==> config.mk <==
export PLATFORM = sky130hd
export DESIGN_NAME = ccdb_top
export DESIGN_NICKNAME = d
export VERILOG_FILES = /design/src/hdl/ccdb_class.v /design/src/hdl/ccdb_top.v
export VERILOG_INCLUDE_DIRS = /design/src /design/src/hdl
export SDC_FILE = /design/constraint.sdc
export NUM_CORES = 1
export LEC_CHECK = 0
export BUFFER_PORTS_ARGS = -buffer_cell sky130_fd_sc_hd__buf_2
export CAP_MARGIN = 20
export CORE_MARGIN = 2
export CORE_UTILIZATION = 52
export CTS_BUF_LIST = sky130_fd_sc_hd__clkbuf_4 sky130_fd_sc_hd__clkbuf_8 sky130_fd_sc_hd__clkbuf_16
export DETAILED_ROUTE_END_ITERATION = 6
export GPL_TIMING_DRIVEN = 0
export PLACE_DENSITY = 0.78
export SLEW_MARGIN = 40
export SYNTH_ARGS = -nofsm -noshare
export SYNTH_HDL_FRONTEND = slang
export SYNTH_SLANG_ARGS = --single-unit
==> constraint.sdc <==
create_clock -name i_ref_clk -period 2.45 [get_ports i_ref_clk]
set_clock_uncertainty 0.2 [all_clocks]
set_input_delay 0.49 -clock i_ref_clk [delete_from_list [all_inputs] [get_ports i_ref_clk]]
set_output_delay 0.49 -clock i_ref_clk [all_outputs]
set_load 0.005 [all_outputs]
==> src/hdl/ccdb_map.vh <==
`ifndef CCDB_MAP_VH
`define CCDB_MAP_VH
// How it works
// cycle-class pin is low for control cycles and high for data cycles
// halt, interrupt service and code fetch cycles are control cycles
// operand transfers to memory or I/O space are data cycles
// cycle-class pin has a three-state driver that can be released
// thirty-two bidirectional three-state data lines carry all transfers
// reads and interrupt acknowledge: drivers off, lines sampled
// memory and I/O writes: drivers on, write data presented
// hold-acknowledge or float state floats every data line
// narrow bus request: only low sixteen lines used, wide access split
// cycle-class pin floats under the same hold and float conditions

// cycle type codes on i_cyc_type
`define CCDB_CYC_IDLE   4'h0
`define CCDB_CYC_HALT   4'h1
`define CCDB_CYC_INTA   4'h2
`define CCDB_CYC_FETCH  4'h3
`define CCDB_CYC_MEMRD  4'h4
`define CCDB_CYC_MEMWR  4'h5
`define CCDB_CYC_IORD   4'h6
`define CCDB_CYC_IOWR   4'h7
`define CCDB_CYC_SHUT   4'h8

// sequencer states
`define CCDB_ST_IDLE    2'h0
`define CCDB_ST_LOW     2'h1
`define CCDB_ST_HIGH    2'h2

// reset value and narrow bus half width
`define CCDB_RST_DATA   32'h0000_0000
`define CCDB_HALF_W     16
`endif

==> src/hdl/ccdb_class.v <==
`include "ccdb_map.vh"
module ccdb_class (
  // cycle type in
  input  wire [3:0] i_cyc_type,
  // decoded attributes
  output reg        o_is_data,
  output reg        o_is_write,
  output reg        o_is_read,
  output reg        o_valid
);
  always @* begin
    o_is_data  = 1'b0;
    o_is_write = 1'b0;
    o_is_read  = 1'b0;
    o_valid    = 1'b1;
    case (i_cyc_type)
      `CCDB_CYC_HALT,
      `CCDB_CYC_SHUT:  o_is_write = 1'b1;
      `CCDB_CYC_INTA:  o_is_read  = 1'b1;
      `CCDB_CYC_FETCH: o_is_read  = 1'b1;
      `CCDB_CYC_MEMRD,
      `CCDB_CYC_IORD: begin
        o_is_data = 1'b1;
        o_is_read = 1'b1;
      end
      `CCDB_CYC_MEMWR,
      `CCDB_CYC_IOWR: begin
        o_is_data  = 1'b1;
        o_is_write = 1'b1;
      end
      default: o_valid = 1'b0;
    endcase
  end
endmodule

==> src/hdl/ccdb_top.v <==
`include "ccdb_map.vh"
module ccdb_top #(
  parameter DATA_W = 32
) (
  // clock and reset
  input  wire              i_ref_clk,
  input  wire              i_rstn,
  // core side cycle request
  input  wire              i_cyc_start,
  input  wire [3:0]        i_cyc_type,
  input  wire [DATA_W-1:0] i_wr_data,
  input  wire              i_hold_ack,
  input  wire              i_float,
  // external pins
  input  wire              i_narrow_bus_request_n,
  input  wire              i_bus_ready_n,
  input  wire [DATA_W-1:0] i_data_lines,
  output reg  [DATA_W-1:0] o_data_lines,
  output reg  [DATA_W-1:0] o_data_lines_oe,
  output reg               o_dc,
  output reg               o_dc_oe,
  // core side results
  output reg  [DATA_W-1:0] o_rd_data,
  output reg               o_rd_valid,
  output reg               o_cyc_done,
  output reg               o_busy
);
  localparam HALF = `CCDB_HALF_W;

  // two-flop synchronisers for pin inputs; stage one read only by stage two
  reg [DATA_W-1:0] data_s1;
  reg [DATA_W-1:0] data_s2;
  reg              nbr_s1;
  reg              nbr_s2;
  reg              rdy_s1;
  reg              rdy_s2;
  always @(posedge i_ref_clk) begin
    if (!i_rstn) begin
      data_s1 <= `CCDB_RST_DATA;
      data_s2 <= `CCDB_RST_DATA;
      nbr_s1  <= 1'b1;
      nbr_s2  <= 1'b1;
      rdy_s1  <= 1'b1;
      rdy_s2  <= 1'b1;
    end else begin
      data_s1 <= i_data_lines;
      data_s2 <= data_s1;
      nbr_s1  <= i_narrow_bus_request_n;
      nbr_s2  <= nbr_s1;
      rdy_s1  <= i_bus_ready_n;
      rdy_s2  <= rdy_s1;
    end
  end

  wire is_data;
  wire is_write;
  wire is_read;
  wire valid;
  ccdb_class u_class (
    .i_cyc_type (i_cyc_type),
    .o_is_data  (is_data),
    .o_is_write (is_write),
    .o_is_read  (is_read),
    .o_valid    (valid)
  );

  // float condition is a plain level from the arbitration logic
  wire released = i_hold_ack | i_float;

  reg [1:0]        state;
  reg [1:0]        next_state;
  reg              cur_data;
  reg              cur_write;
  reg              cur_narrow;
  reg [DATA_W-1:0] wr_buf;
  reg [HALF-1:0]   low_half;

  always @* begin
    next_state = state;
    case (state)
      `CCDB_ST_IDLE:
        if (i_cyc_start && valid && !released)
          next_state = `CCDB_ST_LOW;
      `CCDB_ST_LOW:
        if (!rdy_s2) begin
          // narrow bus only carries half a word per cycle
          if (cur_narrow)
            next_state = `CCDB_ST_HIGH;
          else
            next_state = `CCDB_ST_IDLE;
        end
      `CCDB_ST_HIGH:
        if (!rdy_s2)
          next_state = `CCDB_ST_IDLE;
      default: next_state = `CCDB_ST_IDLE;
    endcase
  end

  always @(posedge i_ref_clk) begin
    if (!i_rstn) begin
      state           <= `CCDB_ST_IDLE;
      cur_data        <= 1'b0;
      cur_write       <= 1'b0;
      cur_narrow      <= 1'b0;
      wr_buf          <= `CCDB_RST_DATA;
      low_half        <= {HALF{1'b0}};
      o_data_lines    <= `CCDB_RST_DATA;
      o_data_lines_oe <= {DATA_W{1'b0}};
      o_dc            <= 1'b0;
      o_dc_oe         <= 1'b0;
      o_rd_data       <= `CCDB_RST_DATA;
      o_rd_valid      <= 1'b0;
      o_cyc_done      <= 1'b0;
      o_busy          <= 1'b0;
    end else begin
      state      <= next_state;
      o_rd_valid <= 1'b0;
      o_cyc_done <= 1'b0;
      o_busy     <= (next_state != `CCDB_ST_IDLE);
      if (state == `CCDB_ST_IDLE && next_state == `CCDB_ST_LOW) begin
        cur_data   <= is_data;
        cur_write  <= is_write;
        // narrow request is sampled at the cycle's start
        cur_narrow <= !nbr_s2;
        wr_buf     <= i_wr_data;
      end
      if (state == `CCDB_ST_LOW && !rdy_s2) begin
        if (cur_narrow)
          low_half <= data_s2[HALF-1:0];
        else if (!cur_write) begin
          o_rd_data  <= data_s2;
          o_rd_valid <= 1'b1;
        end
      end
      if (state == `CCDB_ST_HIGH && !rdy_s2 && !cur_write) begin
        // upper half arrives on the low lines
        o_rd_data  <= {data_s2[HALF-1:0], low_half};
        o_rd_valid <= 1'b1;
      end
      if (state != `CCDB_ST_IDLE && next_state == `CCDB_ST_IDLE)
        o_cyc_done <= 1'b1;

      // pin drive from the next state so pins track the sequencer
      if (released) begin
        o_data_lines_oe <= {DATA_W{1'b0}};
        o_dc_oe         <= 1'b0;
      end else begin
        o_dc_oe <= 1'b1;
        if (state == `CCDB_ST_IDLE && next_state == `CCDB_ST_LOW) begin
          o_dc <= is_data;
          o_data_lines_oe <= {DATA_W{is_write}};
          o_data_lines    <= i_wr_data;
        end else if (next_state == `CCDB_ST_HIGH) begin
          o_dc <= cur_data;
          o_data_lines_oe <= {DATA_W{cur_write}};
          o_data_lines <= {wr_buf[DATA_W-1:HALF],
                           wr_buf[DATA_W-1:HALF]};
        end else if (next_state == `CCDB_ST_IDLE) begin
          o_data_lines_oe <= {DATA_W{1'b0}};
        end
      end
    end
  end
endmodule

==> results_dict.tcl <==
set metrics [dict create \
    outcome "finished, final reports clean" \
    drtIter0Drc 352 \
    finalCritPeriodShare_pct 89.5 \
    grt_antenna_before_repair 0 \
    setup_viol_count_final 0 \
    hpwl_um 11200 \
    gp_congestion 0.829 \
    hold_class "in -> reg" \
    drive_above_1_share_pct 29.9 \
    diodes 0 \
    crit_type "reg -> reg" \
    end_kind "register" \
    io_pins 176 \
    fp.dieH_um 114 \
    ant_nets 0 \
    area_delta_synth_final_pct 27.0 \
    wirelength_um 15500 \
    syn_area_mm2 0.00633 \
    vias 5340 \
    rrSetupSlack_ns 0.26 \
    tightestPinTransition_ns 0.691 \
    hp-start "i_narrow_bus_request_n" \
    dp_slack_ns 0.103 \
    cts_tree "yes" \
    root_buffer "clkbuf_16" \
    holdPathStages 2 \
    ir_drop_v 0.000520 \
    r2r_start "state[0]" \
    drt_first_pass_iters 5 \
    setup_slack_ns 0.257 \
    synth_seq_cells 175 \
    crit_required_ns 2.60 \
    dp.cells 997 \
    reg2reg_depth 6 \
    vias_per_cell 5.19 \
    synthFlopType "dfxtp_1" \
    fp.dieW_um 114 \
    setup-tns-final_ns 0 \
    clkLatencyLatePin_ns 0.42 \
    grt_max_degree 34 \
    clkSinkCount 175 \
    yosys.area.top_type "dfxtp_1" \
    synth_cell_types 40 \
    yosys-top-cells-count "dfxtp_1, nor2_1, nand2_1" \
    cp.arrival_ns 2.34 \
    globalRouteOverflowTotal 0 \
    path_clk_slew_ns 0.06 \
    stdcell_count 1029 \
    drv_cap 0 \
    num_rows 40 \
    synth.yosys.seq_area_share_pct 55.3 \
    ys_warn_count 0 \
    postSynthAreaPerCell_um2 9.38 \
    power_density_mw_per_mm2 767 \
    hold_viol_final 0 \
    synth_edf_count 0 \
    die-area_mm2 0.0131 \
    finalMaxSlewViolations 0 \
    grt_setup_unrepaired "false" \
    cts_setup_buffers 0 \
    grt_pass1_vias 4784 \
    reg2reg_to "o_data_lines[15]" \
    start_util_pct 52.9 \
    min_to "nbr_s1" \
    startpoint_type "register" \
    async_flop_share_pct 0 \
    synth.most_common_cell "dfxtp_1" \
    crit_fanout 10 \
    coreArea_mm2 0.0120 \
    portBuffers 175 \
    wl_per_cell_um 15.0 \
    synth_nets 750 \
    cts_hold_buf 0 \
    nets 944 \
    synth_cells 675 \
    layout_min_cycle_time_ns 2.19 \
    cts_made_buffers 17 \
    track_usage_pct 23.5 \
    fmax_ghz 0.456 \
    drc_errors 0 \
    cts_resized 0 \
    fill_cells 962 \
    relSlewSlack_pct 53.6 \
    synth_area_leaders "dfxtp_1, and2_1, nor3_1" \
    yosysTopAreaCellShare_pct 55.3 \
    grt_pass1_wl_um 23700 \
    leakagePower_nw 3.58 \
    h-tree-depth 4 \
    cts_buffer_depth 2 \
]
registers in the layout, summed over array words and instances (netlist names):
| signal | cells |
|---|---|
| o_data_lines_oe | 1 |
| o_dc_oe | 1 |
| rdy_s1 | 1 |
| o_rd_data | 32 |
| wr_buf | 16 |
| cur_narrow | 1 |
| o_data_lines | 32 |
| low_half | 16 |
| o_rd_valid | 1 |
| o_cyc_done | 1 |
| nbr_s2 | 1 |
| cur_write | 1 |
| data_s2 | 32 |
| data_s1 | 32 |
| state | 2 |
| o_dc | 1 |
| o_busy | 1 |
| nbr_s1 | 1 |
| cur_data | 1 |
| rdy_s2 | 1 |
where the power goes:
group	leakage (nW)	internal (mW)	switching (mW)
Clock	0.320	1.84	1.07
Sequential	1.43	2.93	0.0403
Combinational	1.83	0.140	0.156
Total	3.58	4.91	1.26
worst max path at each step:
stage,from,end,slack [ns],cells after the start
final,state[0],o_data_lines[15],0.26,6
after global routing,state[0],o_data_lines[31],0.1,6
after detailed placement,i_cyc_type[0],o_data_lines[15],0.10,7
after global placement,i_cyc_type[0],o_data_lines[8],0.15,7
after CTS,state[0],o_data_lines[31],0.29,6
after floorplan,i_cyc_type[0],o_data_lines[10],0.40,6
cells in the final DEF, fill, tap and decap left out, drive strengths merged, types with 2 or more instances in the layout:
master  netlist  routed
a21oi        36      36
dfxtp       175     175
a211oi       33      33
buf          49     224
nor3         65      65
nor2         70      70
nand4         2       2
and2         65      65
o21ai        21      21
a31oi         2       2
nand2b        6       6
bufinv        0       4
mux2i        32      32
nand2        66      66
nor4          2       2
or2           2       2
clkbuf       27      50
inv           6       6
clkinv        0       4
final cells by class:
class / count / area, um^2 / share of cell area (%)
clock buffer: 23 / 495 / 6.16
clock inverter: 9 / 155 / 1.93
sequential: 175 / 3500 / 43.6
inverter: 6 / 22.5 / 0.280
timing repair buffer: 175 / 876 / 10.9
buffer: 76 / 457 / 5.68
multi-input combinational: 418 / 2350 / 29.2
tap: 147 / 184 / 2.29
layer usage:
layer,vias up,wire length [um],GRT usage (%)
li1,2632,-,-
met1,2466,6710,29.1
met2,206,7460,39.5
met3,36,887,5.24
met4,0,416,10.2
met5,-,0,0
cells by family (layout without fill, tap and decap cells):
family	count (synthesis)	count (layout)	synth area share, %
AND/OR/NAND/NOR	288	288	22.5
flip-flops	175	175	55.3
AO/OA/AOI/OAI	98	98	9.58
buffers and inverters	82	289	7.57
multiplexers	32	32	5.06
through the flow:
| step | power (mW) | utilization (%) | area [um^2] | hold WS, ns |
|---|---|---|---|---|
| floorplan | 3.18 | - | 6330 | 0.186 |
| global placement | 3.32 | 61.8 | 7390 | 0.190 |
| detailed placement | 3.33 | 61.8 | 7390 | 0.197 |
| CTS | 6.19 | 67.2 | 8040 | 0.0466 |
| global route | 6.36 | 67.2 | 8040 | 0.0577 |
| finish | 6.17 | 67.2 | 8040 | 0.0550 |
worst max-delay path: stages, from the launching register on:
cell and delay [ns]:
dfxtp_1 0.48, nand4bb_1 0.12, buf_2 0.21, a21boi_2 0.36, clkbuf_1 0.46, nor3_1 0.12, nor3_1 0.16
(Power assumes the default switching activity.)
